### src/csg_defines.vh
// Constants for the clock source safeguard block.
`ifndef CSG_DEFINES_VH
`define CSG_DEFINES_VH

// Register map and field layout.
`define CSG_ADDR_W           8
`define CSG_CONV_CTRL_ADDR   8'hd1
`define CSG_CONV_CTRL_RESET  8'h40
`define CSG_OSC_OFF_BIT      2

// Internal clock dividers and reset delay.
`define CSG_PERIPH_DIV       12
`define CSG_CORE_DIV         13
`define CSG_POR_DELAY_TICKS  2048

// System clock period in nanoseconds.
`define CSG_CLK_PERIOD_NS    50

// Auxiliary oscillator period, a plain default figure.
`define CSG_AUX_PERIOD_NS    4000
`define CSG_AUX_PERIOD_CYC   ((`CSG_AUX_PERIOD_NS + `CSG_CLK_PERIOD_NS - 1) / `CSG_CLK_PERIOD_NS)

// Shortest internal period allowed by the safeguard at normal supply.
`define CSG_SG_MIN_NS        125
`define CSG_SG_MIN_CYC       ((`CSG_SG_MIN_NS + `CSG_CLK_PERIOD_NS - 1) / `CSG_CLK_PERIOD_NS)

// Shortest internal period allowed by the safeguard at low supply.
`define CSG_SG_LOW_NS        250
`define CSG_SG_LOW_CYC       ((`CSG_SG_LOW_NS + `CSG_CLK_PERIOD_NS - 1) / `CSG_CLK_PERIOD_NS)

// Longest gap between main edges before an edge counts as missing.
`define CSG_MISS_NS          1000
`define CSG_MISS_CYC         (`CSG_MISS_NS / `CSG_CLK_PERIOD_NS)

`endif

### src/csg_clock_source_safeguard.v
// Clock source selection, safeguard filter, dividers and reset delay.
//
// Contract
// RULE1 - Peripheral clock is internal clock over twelve.
// RULE2 - Core clock is internal clock over thirteen.
// RULE3 - Oscillator type comes from a factory option.
// RULE4 - Off bit stops main, starts auxiliary oscillator.
// RULE5 - Clearing bit or reset restarts main oscillator.
// RULE6 - Auxiliary oscillator exists only with safeguard.
// RULE7 - Auxiliary starts one period after missing edge.
// RULE8 - Core runs normally at auxiliary rate.
// RULE9 - Power-on delay counts auxiliary ticks until main.
// RULE10 - Auxiliary stops once main oscillator runs.
// RULE11 - Control bit two switches main oscillator off.
// RULE12 - Other control bits unused for clocking.
// RULE13 - Safeguard enabled by factory option only.
// RULE14 - Safeguard drops spikes and over-frequency cycles.
// RULE15 - Internal clock never exceeds safeguard maximum.
// RULE16 - Control register resets to documented value.
// RULE17 - Internal reset released after 2048 internal cycles.
// RULE18 - Source switching never truncates internal pulses.
// RULE19 - Reads return the current off bit.
`include "csg_defines.vh"

module csg_clock_source_safeguard #(
   parameter AUX_CYC   = `CSG_AUX_PERIOD_CYC,   // Auxiliary period in system cycles.
   parameter SG_MIN    = `CSG_SG_MIN_CYC,       // Safeguard minimum period, normal supply.
   parameter SG_LOW    = `CSG_SG_LOW_CYC,       // Safeguard minimum period, low supply.
   parameter MISS_CYC  = `CSG_MISS_CYC,         // Gap after which a main edge is missing.
   parameter POR_TICKS = `CSG_POR_DELAY_TICKS   // Internal ticks before reset release.
) (
   input  wire                   sys_clk_in,             // System clock, 20 MHz.
   input  wire                   reset_n_in,             // Synchronous reset, active low.
   input  wire                   osc_input_pin_in,       // Main oscillator waveform pin.
   input  wire                   resistor_clock_opt_in,  // Factory option: resistor network.
   input  wire                   osc_safeguard_opt_in,   // Factory option: safeguard fitted.
   input  wire                   supply_low_in,          // High when supply is reduced.
   input  wire [`CSG_ADDR_W-1:0] reg_addr_in,            // Register address.
   input  wire [7:0]             reg_wdata_in,           // Register write data.
   input  wire                   reg_wr_in,              // Write strobe.
   input  wire                   reg_rd_in,              // Read strobe.
   output reg  [7:0]             reg_rdata_out,          // Read data, one cycle later.
   output reg                    main_osc_en_out,        // Main oscillator enable.
   output reg                    resistor_clock_out,     // Oscillator configured for resistor.
   output reg                    aux_low_freq_osc_out,   // Auxiliary oscillator running.
   output reg                    main_running_out,       // Main oscillator edges present.
   output reg                    int_tick_out,           // Internal clock pulse.
   output reg                    periph_tick_out,        // Peripheral clock pulse.
   output reg                    core_tick_out,          // Core machine clock pulse.
   output reg                    int_reset_n_out         // Internal reset, active low.
);

   // Counter widths, fixed independently of the parameters.
   localparam GAP_W = 12;                 // Gap counters saturate far above any period.
   localparam POR_W = 13;                 // Holds the reset delay count.

   // Divider end points, sized to the divider counters.
   // Declaring them at counter width keeps every comparison and call exact.
   localparam [3:0] PERIPH_LAST = `CSG_PERIPH_DIV - 1;   // Last peripheral count. [RULE1]
   localparam [3:0] CORE_LAST   = `CSG_CORE_DIV - 1;     // Last core count. [RULE2]

   // Factory options captured while reset is held.
   reg              sg_opt_reg;           // Safeguard option latched at reset.
   reg              timing_resistor_opt_reg;         // Resistor network option latched at reset.

   // Control register contents.
   reg  [7:0]       conv_ctrl_reg;        // Converter and oscillator control.

   // Pin synchroniser and accepted level.
   reg              pin_s1_reg;           // First synchroniser stage.
   reg              pin_s2_reg;           // Second synchroniser stage.
   reg              pin_s3_reg;           // Third synchroniser stage.
   reg              pin_lvl_reg;          // Last accepted pin level.

   // Timing counters.
   reg  [GAP_W-1:0] miss_cnt_reg;         // Cycles since last main rising edge.
   reg  [GAP_W-1:0] gap_cnt_reg;          // Cycles since last internal tick.
   reg  [GAP_W-1:0] aux_cnt_reg;          // Auxiliary period counter.
   reg              sel_aux_reg;          // Internal clock taken from auxiliary.
   reg  [3:0]       periph_cnt_reg;       // Divide-by-twelve counter.
   reg  [3:0]       core_cnt_reg;         // Divide-by-thirteen counter.
   reg  [POR_W-1:0] por_cnt_reg;          // Reset delay counter.

   // Combinational terms.
   wire             main_rise;            // Accepted rising edge of the main pin.
   wire             main_missing;         // Main oscillator has gone quiet.
   wire [GAP_W-1:0] min_gap;              // Active safeguard minimum period.
   wire             gap_ok;               // A full minimum period has passed.
   wire             main_tick;            // Main edge that passes the safeguard.
   wire             aux_tick;             // Auxiliary oscillator period end.
   wire             int_tick;             // Internal clock pulse from selected source.
   wire             osc_off;              // Off request honoured by the option.

   // Wrapping counter step used by both dividers.
   function [3:0] csg_wrap;
      input [3:0] cnt;
      input [3:0] last;
      begin
         csg_wrap = (cnt == last) ? 4'h0 : cnt + 4'h1;
      end
   endfunction

   // A pin change counts only once the second and third stages agree.
   assign main_rise = pin_s2_reg & pin_s3_reg & ~pin_lvl_reg;

   // The edge is missing once the gap reaches the timeout.
   assign main_missing = (miss_cnt_reg >= MISS_CYC[GAP_W-1:0]);

   // Lower supply demands a longer period, so a lower maximum rate.
   assign min_gap = supply_low_in ? SG_LOW[GAP_W-1:0] : SG_MIN[GAP_W-1:0];   // [RULE15]

   // Spikes and over-frequency edges arriving too soon are dropped.
   assign gap_ok = (gap_cnt_reg >= min_gap);                                 // [RULE14]

   // Without the safeguard every main edge passes unfiltered.
   assign main_tick = main_rise & (~sg_opt_reg | gap_ok);                    // [RULE13]

   // The auxiliary period ends only while it is selected.
   assign aux_tick = sel_aux_reg & (aux_cnt_reg == AUX_CYC[GAP_W-1:0] - 1'b1);

   // Exactly one source feeds the internal clock at any time.
   assign int_tick = sel_aux_reg ? aux_tick : main_tick;                     // [RULE8]

   // The off bit only has effect when the safeguard is fitted.
   assign osc_off = sg_opt_reg & conv_ctrl_reg[`CSG_OSC_OFF_BIT];            // [RULE4]

   // Options behave as straps: sampled only while reset is held.
   always @(posedge sys_clk_in) begin
      if (!reset_n_in) begin
         sg_opt_reg   <= osc_safeguard_opt_in;                               // [RULE13]
         timing_resistor_opt_reg <= resistor_clock_opt_in;                              // [RULE3]
      end
   end

   // Control register write and read port.
   always @(posedge sys_clk_in) begin
      if (!reset_n_in) begin
         // Reset leaves the main oscillator running.
         conv_ctrl_reg <= `CSG_CONV_CTRL_RESET;                              // [RULE16] [RULE5]
         reg_rdata_out <= 8'h00;
      end else begin
         if (reg_wr_in && reg_addr_in == `CSG_CONV_CTRL_ADDR) begin
            // Upper and lower bits are kept for the converter only.
            conv_ctrl_reg <= reg_wdata_in;                                   // [RULE11] [RULE12]
         end
         if (reg_rd_in && reg_addr_in == `CSG_CONV_CTRL_ADDR) begin
            reg_rdata_out <= conv_ctrl_reg;                                  // [RULE19]
         end else if (reg_rd_in) begin
            // Unmapped addresses read as zero.
            reg_rdata_out <= 8'h00;
         end else begin
            // Read data stands for one cycle only.
            reg_rdata_out <= 8'h00;
         end
      end
   end

   // Three-stage synchroniser on the oscillator pin.
   always @(posedge sys_clk_in) begin
      if (!reset_n_in) begin
         pin_s1_reg  <= 1'b0;
         pin_s2_reg  <= 1'b0;
         pin_s3_reg  <= 1'b0;
         pin_lvl_reg <= 1'b0;
      end else begin
         pin_s1_reg <= osc_input_pin_in;
         pin_s2_reg <= pin_s1_reg;
         pin_s3_reg <= pin_s2_reg;
         // The accepted level only moves when both late stages agree.
         if (pin_s2_reg == pin_s3_reg) begin
            pin_lvl_reg <= pin_s3_reg;
         end
      end
   end

   // Missing-edge timer and internal-period gap counter.
   always @(posedge sys_clk_in) begin
      if (!reset_n_in) begin
         miss_cnt_reg <= {GAP_W{1'b1}};
         gap_cnt_reg  <= {GAP_W{1'b1}};
      end else begin
         // Any raw rising edge proves the main oscillator alive.
         if (main_rise) begin
            miss_cnt_reg <= {GAP_W{1'b0}};
         end else if (!main_missing) begin
            miss_cnt_reg <= miss_cnt_reg + 1'b1;
         end
         // The gap restarts on every delivered internal pulse.
         if (int_tick) begin
            gap_cnt_reg <= {GAP_W{1'b0}};
         end else if (gap_cnt_reg != {GAP_W{1'b1}}) begin
            gap_cnt_reg <= gap_cnt_reg + 1'b1;
         end
      end
   end

   // Source selection and auxiliary oscillator.
   // Switching waits for a full minimum period since the last pulse,
   // so neither source can leave a shortened internal cycle behind.
   always @(posedge sys_clk_in) begin
      if (!reset_n_in) begin
         sel_aux_reg <= 1'b0;
         aux_cnt_reg <= {GAP_W{1'b0}};
      end else begin
         if (!sg_opt_reg) begin
            // No safeguard means no auxiliary oscillator at all.
            sel_aux_reg <= 1'b0;                                             // [RULE6]
         end else if (!sel_aux_reg && main_missing && gap_ok) begin
            // Counter restart gives one auxiliary period before the first tick.
            sel_aux_reg <= 1'b1;                                             // [RULE7] [RULE18]
         end else if (sel_aux_reg && !main_missing && gap_ok && !osc_off) begin
            // Main edges are back, so the auxiliary stops.
            sel_aux_reg <= 1'b0;                                             // [RULE10] [RULE18]
         end
         if (!sel_aux_reg || aux_tick) begin
            aux_cnt_reg <= {GAP_W{1'b0}};
         end else begin
            aux_cnt_reg <= aux_cnt_reg + 1'b1;
         end
      end
   end

   // Oscillator control outputs.
   always @(posedge sys_clk_in) begin
      if (!reset_n_in) begin
         main_osc_en_out      <= 1'b1;                                       // [RULE5]
         resistor_clock_out   <= 1'b0;
         aux_low_freq_osc_out <= 1'b0;
         main_running_out     <= 1'b0;
      end else begin
         // Clearing the off bit re-enables the main oscillator one cycle after the register update.
         main_osc_en_out      <= ~osc_off;                                   // [RULE4] [RULE5]
         resistor_clock_out   <= timing_resistor_opt_reg;                               // [RULE3]
         aux_low_freq_osc_out <= sel_aux_reg;
         main_running_out     <= ~main_missing;
      end
   end

   // Internal clock dividers for peripherals and core.
   always @(posedge sys_clk_in) begin
      if (!reset_n_in) begin
         periph_cnt_reg  <= 4'h0;
         core_cnt_reg    <= 4'h0;
         int_tick_out    <= 1'b0;
         periph_tick_out <= 1'b0;
         core_tick_out   <= 1'b0;
      end else begin
         int_tick_out    <= int_tick;
         periph_tick_out <= 1'b0;
         core_tick_out   <= 1'b0;
         if (int_tick) begin
            periph_cnt_reg  <= csg_wrap(periph_cnt_reg, PERIPH_LAST);         // [RULE1]
            core_cnt_reg    <= csg_wrap(core_cnt_reg, CORE_LAST);             // [RULE2]
            periph_tick_out <= (periph_cnt_reg == PERIPH_LAST);               // [RULE1]
            core_tick_out   <= (core_cnt_reg == CORE_LAST);                   // [RULE2]
         end
      end
   end

   // Internal reset delay counted in internal clock pulses.
   // With the safeguard fitted, these pulses come from the auxiliary until the main oscillator runs.
   always @(posedge sys_clk_in) begin
      if (!reset_n_in) begin
         por_cnt_reg     <= {POR_W{1'b0}};
         int_reset_n_out <= 1'b0;
      end else if (int_tick && por_cnt_reg != POR_TICKS[POR_W-1:0]) begin
         por_cnt_reg <= por_cnt_reg + 1'b1;                                  // [RULE9]
         if (por_cnt_reg == POR_TICKS[POR_W-1:0] - 1'b1) begin
            int_reset_n_out <= 1'b1;                                         // [RULE17]
         end
      end
   end

endmodule // csg_clock_source_safeguard

### config.mk
export PLATFORM = sky130hd
export DESIGN_NAME = csg_clock_source_safeguard
export DESIGN_NICKNAME = d
export VERILOG_FILES = /design/src/csg_clock_source_safeguard.v
export VERILOG_INCLUDE_DIRS = /design/src
export SDC_FILE = /design/constraint.sdc
export NUM_CORES = 1
export LEC_CHECK = 0
export ABC_AREA = 1
export BUFFER_PORTS_ARGS = -buffer_cell sky130_fd_sc_hd__buf_2
export CAP_MARGIN = 20
export CORE_ASPECT_RATIO = 0.6
export CORE_MARGIN = 2
export CORE_UTILIZATION = 53
export DETAILED_ROUTE_END_ITERATION = 7
export PLACE_DENSITY_LB_ADDON = 0.15
export SETUP_SLACK_MARGIN = 0.5
export SKIP_CTS_REPAIR_TIMING = 1
export SLEW_MARGIN = 20
export SYNTH_ARGS = -nofsm -noshare
export SYNTH_HDL_FRONTEND = slang
export SYNTH_SLANG_ARGS = --single-unit
### constraint.sdc
create_clock -name sys_clk_in -period 1.4 [get_ports sys_clk_in]
set_input_delay 0 -clock sys_clk_in [delete_from_list [all_inputs] [get_ports sys_clk_in]]
set_output_delay 0 -clock sys_clk_in [all_outputs]
set_load 0.01 [all_outputs]
---- Word-level counts from Yosys, hierarchy flattened ----
Cells that the tools add are included.
W data, S select, Z words.
operators by class
  $add $sub $neg .......................... 6
  $lt $le $gt $ge ......................... 2
  equal/unequal tests ..................... 9
  muxes and demuxes ....................... 10
  bitwise gates (word level) .............. 11
  reductions and logical operators ........ 19
operator list
  cell                     number
  $mux W12                 4
  $add A12 B1 Y12 const B  3
  $add A13 B1 Y13 const B  1
  $eq A13 B11 Y1 const B   1
  $ne A13 B12 Y1 const B   1
  $eq A12 B7 Y1 const B    1
  $ge A12 B3 Y1            1
  $ge A12 B5 Y1 const B    1
  $ne A12 B12 Y1 const B   1
  $add A4 B1 Y4 const B    2
  $eq A4 B4 Y1 const B     2
  $eq A8 B8 Y1 const B     1
  $logic_and A1 B1 Y1      8
  $mux W4                  2
  $reduce_and A2 Y1        4
  $and A1 B1 Y1            5
  $not A1 Y1               5
  $reduce_bool A2 Y1       2
  $logic_not A1 Y1         3
  $mux W1                  3
  $mux W3                  1
  $ne A2 B2 Y1 const B     1
  $reduce_or A2 Y1         1
  $eq A1 B1 Y1             1
  other kinds (2)          2
storage, ports and cells
  flip-flop bits (word level) ............. 88
  input bits .............................. 24
  output and inout bits ................... 16
  word-level logic and storage cells ...... 80

---- Depth between registers and ports, before layout ----
Gate-level depths: netlist (run 1).
  depth after elaboration ................. 7
  mapped depth ............................ 12
  depth with buffers taken out ............ 11

---- Worst setup path after synthesis (run 1) ----
Ideal clock, no wire load.
  path type ............................... register to register
  start point ............................. register gap_cnt_reg[1]
  end point ............................... register periph_cnt_reg[2]
  library setup time ...................... 0.071 ns
  arrival ................................. 1.406 ns
  setup slack ............................. -0.077 ns
  cell stages (with the launch flop) ...... 12
  buffers on the path ..................... 1
  clock period less this slack ............ 1.477 ns
  cell sequence ........................... dfxtp_1 > ha_1 > nand2_1 > nand2_1 > a21oi_1 > nand3_1 > nand2_1 > nand2_2 > inv_2 > buf_6 > nand2_1 > a21oi_1
on the way
  longest elaborated chain between the ends .. 4
RTL lines
  what                    RTL line                          source
  from (decl)             csg_clock_source_safeguard.v:77   reg [GAP_W-1:0] gap_cnt_reg;
  from (signal assigned)  csg_clock_source_safeguard.v:180  gap_cnt_reg <= {GAP_W{1'b1}};
  from (signal assigned)  csg_clock_source_safeguard.v:190  gap_cnt_reg <= {GAP_W{1'b0}};
  from (signal assigned)  csg_clock_source_safeguard.v:192  gap_cnt_reg <= gap_cnt_reg + 1'b1;
  $ge A12 B3 Y1           csg_clock_source_safeguard.v:113  assign gap_ok = (gap_cnt_reg >= min_gap);
  $or A1 B1 Y1            csg_clock_source_safeguard.v:116  assign main_tick = main_rise & (~sg_opt_reg | gap_ok);
  $and A1 B1 Y1           csg_clock_source_safeguard.v:116
  $mux W1                 csg_clock_source_safeguard.v:122  assign int_tick = sel_aux_reg ? aux_tick : main_tick;
  to (signal assigned)    csg_clock_source_safeguard.v:252  periph_cnt_reg <= csg_wrap(periph_cnt_reg, PERIPH_LAST);
  to (decl)               csg_clock_source_safeguard.v:80   reg [3:0] periph_cnt_reg;
No other way between the ends.
A chain may end at the register's enable or synchronous reset.

---- Worst setup path in the final report (run 1) ----
  start point ............................. register gap_cnt_reg[1]
  end point ............................... register por_cnt_reg[12]
on the way
  longest elaborated chain between the ends .. 5
RTL lines
  what                  RTL line                          source
  $ge A12 B3 Y1         csg_clock_source_safeguard.v:113
  $or A1 B1 Y1          csg_clock_source_safeguard.v:116
  $and A1 B1 Y1         csg_clock_source_safeguard.v:116
  $mux W1               csg_clock_source_safeguard.v:122
  $logic_and A1 B1 Y1   csg_clock_source_safeguard.v:266  end else if (int_tick && por_cnt_reg != POR_TICKS[POR_W-1:0]) begin
  to (signal assigned)  csg_clock_source_safeguard.v:264  por_cnt_reg <= {POR_W{1'b0}};
  to (signal assigned)  csg_clock_source_safeguard.v:267  por_cnt_reg <= por_cnt_reg + 1'b1;
  to (decl)             csg_clock_source_safeguard.v:82   reg [POR_W-1:0] por_cnt_reg;
No other way between the ends.

==> results of run 1 <==
[per-layer routing]
metal / routed length (um) / share of wire / vias to the layer above
li1: - / - / 1915
met1: 5330 / 0.42 / 1965
met2: 5800 / 0.46 / 221
met3: 1170 / 0.093 / 43
met4: 333 / 0.026 / 0
met5: 0 / 0 / -
[kinds of logic (layout without fill, tap and decap cells)]
| group | Yosys count | count (layout) |
|---|---|---|
| buffers and inverters | 74 | 209 |
| xor gates and xnor gates | 22 | 22 |
| and+or+nand+nor | 248 | 249 |
| AOI/OAI and AO/OA | 63 | 63 |
| adders and majority gates | 12 | 12 |
| DFF | 88 | 88 |
[worst reg2reg max path, stage by stage (launching register included)]
cell	delay, ps
sky130_fd_sc_hd__dfxtp_2	360
sky130_fd_sc_hd__ha_4	200
sky130_fd_sc_hd__nand2_2	70
sky130_fd_sc_hd__nand2_2	60
sky130_fd_sc_hd__a21oi_2	150
sky130_fd_sc_hd__nand3_1	100
sky130_fd_sc_hd__nand2_2	140
sky130_fd_sc_hd__nand2_8	140
sky130_fd_sc_hd__clkbuf_16	210
sky130_fd_sc_hd__nand3_1	100
sky130_fd_sc_hd__a21oi_2	70
[through the flow]
stage,TNS [ps],hold slack [ps]
after CTS,-7280,-172
after detailed placement,-3760,179
after floorplan,-17.9,97.6
final,-10060,-2.96
after global placement,-2580,176
after global routing,-12080,23.2
[layout by cell type (no fill, tap or decap), types with 11 or more instances in the layout]
master / netlist / layout
sky130_fd_sc_hd__nand2_1: 108 / 86
sky130_fd_sc_hd__dfxtp_1: 86 / 71
sky130_fd_sc_hd__buf_4: 3 / 68
sky130_fd_sc_hd__inv_1: 55 / 47
sky130_fd_sc_hd__buf_2: 3 / 39
sky130_fd_sc_hd__nand3_1: 55 / 32
sky130_fd_sc_hd__nor2_1: 45 / 29
sky130_fd_sc_hd__a21oi_1: 39 / 23
sky130_fd_sc_hd__nand2_2: 3 / 18
sky130_fd_sc_hd__xor2_1: 19 / 16
sky130_fd_sc_hd__a21oi_2: 0 / 16
sky130_fd_sc_hd__nand3_2: 1 / 15
sky130_fd_sc_hd__dfxtp_2: 0 / 14
sky130_fd_sc_hd__buf_6: 2 / 13
sky130_fd_sc_hd__clkbuf_16: 0 / 11
sky130_fd_sc_hd__dlygate4sd3_1: 0 / 11
[final cells by class]
type | instances | area [um^2] | area share
multi-input combinational | 346 | 2420 | 0.405
sequential | 88 | 1800 | 0.301
timing repair buffer | 136 | 1070 | 0.179
clock buffer | 10 | 229 | 0.0383
inverter | 57 | 226 | 0.0379
clock inverter | 6 | 116 | 0.0195
tap | 91 | 114 | 0.0190
[report_power, final]
part           internal (mW)  switching [mW]
clock                   1.76            1.04
sequential              2.65           0.118
combinational          0.807            1.08
total                   5.22            2.23
[how the worst max path moves through the flow]
stage                         from               to
floorplan           gap_cnt_reg[1]  core_cnt_reg[2]
global placement    gap_cnt_reg[1]   gap_cnt_reg[1]
detailed placement  gap_cnt_reg[1]   gap_cnt_reg[1]
CTS                 gap_cnt_reg[2]   gap_cnt_reg[1]
global route        gap_cnt_reg[1]  core_cnt_reg[3]
finish              gap_cnt_reg[1]  por_cnt_reg[12]
==> load_flow_metrics.sql, run 1 <==
INSERT INTO impl_metrics (metric_group, metric, value, unit) VALUES
('logic_synthesis', 'ys_top_cells_by_area', 'sky130_fd_sc_hd__dfxtp_1 44%, sky130_fd_sc_hd__nand2_1 10%, sky130_fd_sc_hd__nand3_1 7.1%, sky130_fd_sc_hd__inv_1 5.3%, sky130_fd_sc_hd__a21oi_1 5.0%', ''),
('worst_hold_path', 'hold_path_depth', '4', ''),
('timing', 'slew_headroom', '0.706', ''),
('routing', 'vias_per_cell', '5.65', ''),
('worst_hold_path', 'hold_path_start', 'reg_addr_in[3]', ''),
('routing', 'routed_wire_length_per_instance', '17.2', 'um'),
('die', 'initial_core_util', '0.542', ''),
('timing', 'setup_violations', '39', ''),
('timing', 'post-route-min-period', '1730', 'ps'),
('placement', 'hpwlAfterDp', '6700', 'um'),
('critical_path', 'worst_path_maximum_fanout', '8', ''),
('worst_hold_path', 'timing.hold.worst.class', 'in2reg', ''),
('run_status', 'failed_checks', 'hold timing, setup timing', ''),
('die', 'design.portCount', '40', ''),
('critical_path', 'timing.critical_path.buf_inv', '1', ''),
('logic_synthesis', 'synth_fa_ha_area_frac', '0.0386', ''),
('logic_synthesis', 'synth.cells.most_frequent', '108 x sky130_fd_sc_hd__nand2_1, 86 x sky130_fd_sc_hd__dfxtp_1, 55 x sky130_fd_sc_hd__inv_1, 55 x sky130_fd_sc_hd__nand3_1, 45 x sky130_fd_sc_hd__nor2_1', ''),
('placement', 'place.detailed.instances', '685', ''),
('timing', 'clock_skew', '7.86', 'ps'),
('job', 'drv.max_cap_violation_count', '0', ''),
('logic_synthesis', 'netlist-cell-type-count', '32', ''),
('logic_synthesis', 'synthesis.area_per_instance', '7.67', 'um^2'),
('critical_path', 'timing.critical_path.depth', '10', ''),
('run_status', 'outcome', 'finished with violations', ''),
('global_routing', 'grt_use_met1', '0.351', ''),
('logic_synthesis', 'synth_fp_nets', '543', ''),
('critical_path', 'timing.critical_path.required', '1620', 'ps'),
('logic_synthesis', 'yosys_warnings', '0', ''),
('placement', 'preCtsSetupSlack', '-161', 'ps'),
('clock_network', 'count_of_clock_tree_sinks', '88', ''),
('logic_synthesis', 'synth-simple-area-share', '0.285', ''),
('routing', 'first_iter_violations', '400', ''),
('critical_path', 'crit_path_capture_type', 'register', ''),
('placement', 'finalWeightedCongestion', '0.840', ''),
('clock_network', 'cts.clk_slew.worst_paths', '70', 'ps'),
('die', 'fp.dieH', '70.4', 'um'),
('clock_network', 'cts_tree', 'done', ''),
('critical_path', 'crit_path_cells', 'ha_4, nand2_2, nand2_2, a21oi_2, nand3_1, nand2_2, nand2_8, clkbuf_16, nand3_1, a21oi_2', ''),
('global_routing', 'vias_in_the_first_global_route', '3573', ''),
('routing', 'first_pass_detailed_route_iteration_total', '6', ''),
('logic_synthesis', 'cell_taking_the_most_area_after_synthesis', 'sky130_fd_sc_hd__dfxtp_1', ''),
('critical_path', 'arrival', '1950', 'ps'),
('critical_path', 'critical-path-max-stage-delay', '360', 'ps'),
('clock_network', 'clkLatencyLatePin', '340', 'ps'),
('final_layout', 'fill_cells', '366', ''),
('final_layout', 'final_cells', '734', ''),
('timing', 'layout_worst_path_cycle_share', '1.24', ''),
('critical_path', 'reg2reg_from', 'gap_cnt_reg[1]', ''),
('timing', 'finalHoldViolCount', '1', ''),
('timing', 'finalWorstSetupSlack', '-331', 'ps'),
('logic_synthesis', 'most_repeated_cell_in_the_gate_level_netlist_after_synthesis', 'sky130_fd_sc_hd__nand2_1', ''),
('critical_path', 'r2r_cells', '10', ''),
('clock_network', 'clock_tree.htree_level_count', '3', ''),
('placement', 'placement.cell_area', '4730', 'um^2'),
('power', 'worst_ir_drop_vdd', '0.000918', 'V'),
('clock_network', 'clk_root_buffer_cell', 'sky130_fd_sc_hd__clkbuf_16', ''),
('logic_synthesis', 'synth_async_sr_flop_share', '0', ''),
('clock_network', 'cts-root-to-sink-buffers', '2', ''),
('routing', 'drcViolationCount', '0', ''),
('critical_path', 'worst_setup_path_start_kind', 'register', ''),
('routing', 'routed_wirelength', '12600', 'um'),
('power', 'leak', '2.53', 'nW'),
('final_layout', 'drive_gt1_frac', '0.426', ''),
('timing', 'whs', '-2.96', 'ps'),
('timing', 'rsz_0062_raised_after_global_routing', 'true', ''),
('power', 'power.total', '7.45', 'mW'),
('timing', 'maxSlewViolCount', '0', ''),
('timing', 'timing_worst_slew_pin_value', '441', 'ps'),
('logic_synthesis', 'multiplexer_share_of_the_synthesized_area', '0', ''),
('logic_synthesis', 'synth_largest_type_area_fraction', '0.443', ''),
('routing', 'vias', '4144', '');
Power figures use the tool's default switching activity.
==> run 2: changes to the inputs <==
Settings changed: CORE_UTILIZATION 53 to 58.
Clock period 1.4 ns to 1.7 ns, I/O delays scaled along.
==> load_flow_metrics.sql, run 2 (same netlist as run 1, synthesis figures left out) <==
INSERT INTO impl_metrics (metric_group, metric, value, unit) VALUES
('run_status', 'outcome', 'finished with violations', ''),
('run_status', 'failed_checks', 'hold timing', ''),
('routing', 'routed_wirelength', '9510', 'um'),
('die', 'design.core.area', '6590', 'um^2'),
('die', 'design.portCount', '40', ''),
('final_layout', 'final_core_utilization', '0.773', ''),
('timing', 'setup_violations', '0', ''),
('global_routing', 'grt_usage', '0.248', ''),
('routing', 'drtAntennaViolNets', '0', ''),
('timing', 'finalWorstSetupSlack', '92.2', 'ps'),
('final_layout', 'drive_gt1_frac', '0.295', ''),
('critical_path', 'r2r_cells', '11', ''),
('critical_path', 'timing.critical_path.required', '2010', 'ps'),
('global_routing', 'grt_max_degree', '28', ''),
('clock_network', 'clkLatencyLatePin', '370', 'ps'),
('critical_path', 'ff2ff_setup_slack', '90', 'ps'),
('global_routing', 'global_route.overflow_total', '0', ''),
('clock_network', 'clock_tree.htree_level_count', '3', ''),
('routing', 'vias_per_cell', '5.35', ''),
('placement', 'preCtsSetupSlack', '81.8', 'ps'),
('worst_hold_path', 'timing.hold.worst.class', 'in2reg', ''),
('placement', 'hpwlAfterDp', '5900', 'um'),
('timing', 'clock_skew', '11.0', 'ps'),
('power', 'worst_ir_drop_vdd', '0.000753', 'V'),
('final_layout', 'flip_flop_count_of_the_largest_register_all_copies_and_words_added', '13', ''),
('placement', 'finalWeightedCongestion', '0.911', ''),
('final_layout', 'register_area', '1810', 'um^2'),
('final_layout', 'final_cells', '680', ''),
('job', 'drv.max_cap_violation_count', '0', ''),
('routing', 'top_layer_used', 'met4', ''),
('clock_network', 'total_clock_buffers_created_by_cts', '9', ''),
('die', 'initial_core_util', '0.590', ''),
('routing', 'detailroute.wirelength.met2', '4380', 'um'),
('critical_path', 'worst_setup_path_start_kind', 'register', ''),
('final_layout', 'mostFrequentLayoutCell', 'sky130_fd_sc_hd__nand2_1', ''),
('critical_path', 'critPathLaunch', 'gap_cnt_reg[1]', ''),
('timing', 'max_freq', '0.622', 'GHz'),
('routing', 'first_pass_detailed_route_iteration_total', '4', ''),
('clock_network', 'clk_root_buffer_cell', 'sky130_fd_sc_hd__clkbuf_8', ''),
('critical_path', 'reg2reg_from', 'gap_cnt_reg[1]', ''),
('final_layout', 'areaGrowthSynthToFinish', '31.0', '%'),
('placement', 'port_buffers', '39', ''),
('routing', 'met3_wirelength', '613', 'um'),
('critical_path', 'worst_path_maximum_fanout', '5', ''),
('critical_path', 'arrival', '1910', 'ps'),
('routing', 'drcViolationCount', '0', ''),
('final_layout', 'fill_cells', '455', ''),
('timing', 'maxSlewViolCount', '0', ''),
('final_layout', 'final_cell_mix', '93 x sky130_fd_sc_hd__nand2_1, 74 x sky130_fd_sc_hd__dfxtp_1, 49 x sky130_fd_sc_hd__nand3_1', ''),
('critical_path', 'rr_endpoint', 'periph_cnt_reg[2]', ''),
('power', 'p_per_area', '930', 'nW/um^2'),
('die', 'floorplan.rows', '23', ''),
('routing', 'metal_1_wl', '4410', 'um'),
('routing', 'vias', '3637', ''),
('critical_path', 'critical_path_class', 'reg2reg', ''),
('power', 'leak', '2.17', 'nW'),
('timing', 'rsz_0062_raised_after_global_routing', 'true', ''),
('clock_network', 'cts_tree', 'done', ''),
('timing', 'slew_headroom', '0.591', ''),
('final_layout', 'antenna_cells', '0', ''),
('routing', 'routed_wire_length_per_instance', '14.0', 'um'),
('global_routing', 'grt_antenna_before_repair', '0', ''),
('timing', 'layout_worst_path_cycle_share', '0.946', ''),
('die', 'fp.dieH', '67.4', 'um'),
('timing', 'post-route-min-period', '1610', 'ps'),
('global_routing', 'grt_pass1_wl', '14100', 'um'),
('timing', 'whs', '-24.1', 'ps'),
('timing', 'finalHoldViolCount', '7', ''),
('timing', 'timing_worst_slew_pin_value', '608', 'ps'),
('clock_network', 'cts-root-to-sink-buffers', '2', ''),
('routing', 'first_iter_violations', '293', ''),
('die', 'dieWidth', '110', 'um'),
('power', 'power.total', '4.74', 'mW'),
('global_routing', 'vias_in_the_first_global_route', '3139', ''),
('final_layout', 'design.final.nets', '624', ''),
('clock_network', 'count_of_clock_tree_sinks', '88', ''),
('placement', 'place.detailed.instances', '629', ''),
('die', 'design.die.area', '7400', 'um^2'),
('critical_path', 'crit_path_capture_type', 'register', ''),
('final_layout', 'multiInputGateArea', '2110', 'um^2'),
('clock_network', 'cts.clk_slew.worst_paths', '90', 'ps'),
('critical_path', 'crit_path_end', 'periph_cnt_reg[2]', '');
run 2: changes by cell type in the layout (fill, tap and decap cells not counted), sizes merged:
cell         previous run  this run
clkinv                  2         3
buf                   123        73
clkinvlp                0         1
clkbuf                 12        10
bufinv                  3         1
inv                    58        59
nand2                 112       111
dlygate4sd3            11        13
run 2: through the flow:
step,hold slack (ps),setup TNS [ps],cell area [um^2]
after floorplan,97.6,0,4000
after global placement,177,0,4290
after detailed placement,184,0,4290
after CTS,-211,0,4490
after global routing,-18.9,-38.9,5090
final,-24.1,0,5090
run 2: layout make-up:
type,instances,area share
Tap cell,87,0.0214
Timing Repair Buffer,87,0.127
Inverter,57,0.0435
Multi-Input combinational cell,345,0.413
Sequential cell,88,0.355
Clock buffer,9,0.0243
Clock inverter,7,0.0152
run 2: layer usage:
metal	vias up	global-route usage
li1	1821	-
met1	1675	0.344
met2	127	0.370
met3	14	0.0801
met4	0	0.0759
met5	-	0
run 2: report_power, final:
group	internal, mW	total [mW]	leakage [nW]	switching, mW
logic	0.376	0.921	1.35	0.545
clock network	0.692	1.51	0.100	0.813
registers	2.18	2.31	0.723	0.129
total	3.25	4.74	2.17	1.49
run 2: worst min path at each step:
stage,startpoint,endpoint,cells after the start
after floorplan,osc_input_pin_in,pin_s1_reg,2
after global routing,reg_addr_in[3],conv_ctrl_reg[3],4
final,reg_addr_in[3],conv_ctrl_reg[7],4
after global placement,resistor_clock_opt_in,timing_resistor_opt_reg,1
after detailed placement,resistor_clock_opt_in,timing_resistor_opt_reg,1
after CTS,resistor_clock_opt_in,timing_resistor_opt_reg,1
run 2: worst max-delay path, stage by stage, from the launching register on:
cell	delay, ps
sky130_fd_sc_hd__dfxtp_4	370
sky130_fd_sc_hd__ha_4	210
sky130_fd_sc_hd__nand2_2	60
sky130_fd_sc_hd__nand2_2	50
sky130_fd_sc_hd__a21oi_2	140
sky130_fd_sc_hd__nand3_1	110
sky130_fd_sc_hd__nand2_2	100
sky130_fd_sc_hd__nand2_4	100
sky130_fd_sc_hd__inv_6	100
sky130_fd_sc_hd__buf_8	120
sky130_fd_sc_hd__nand2_1	70
sky130_fd_sc_hd__a21oi_2	130
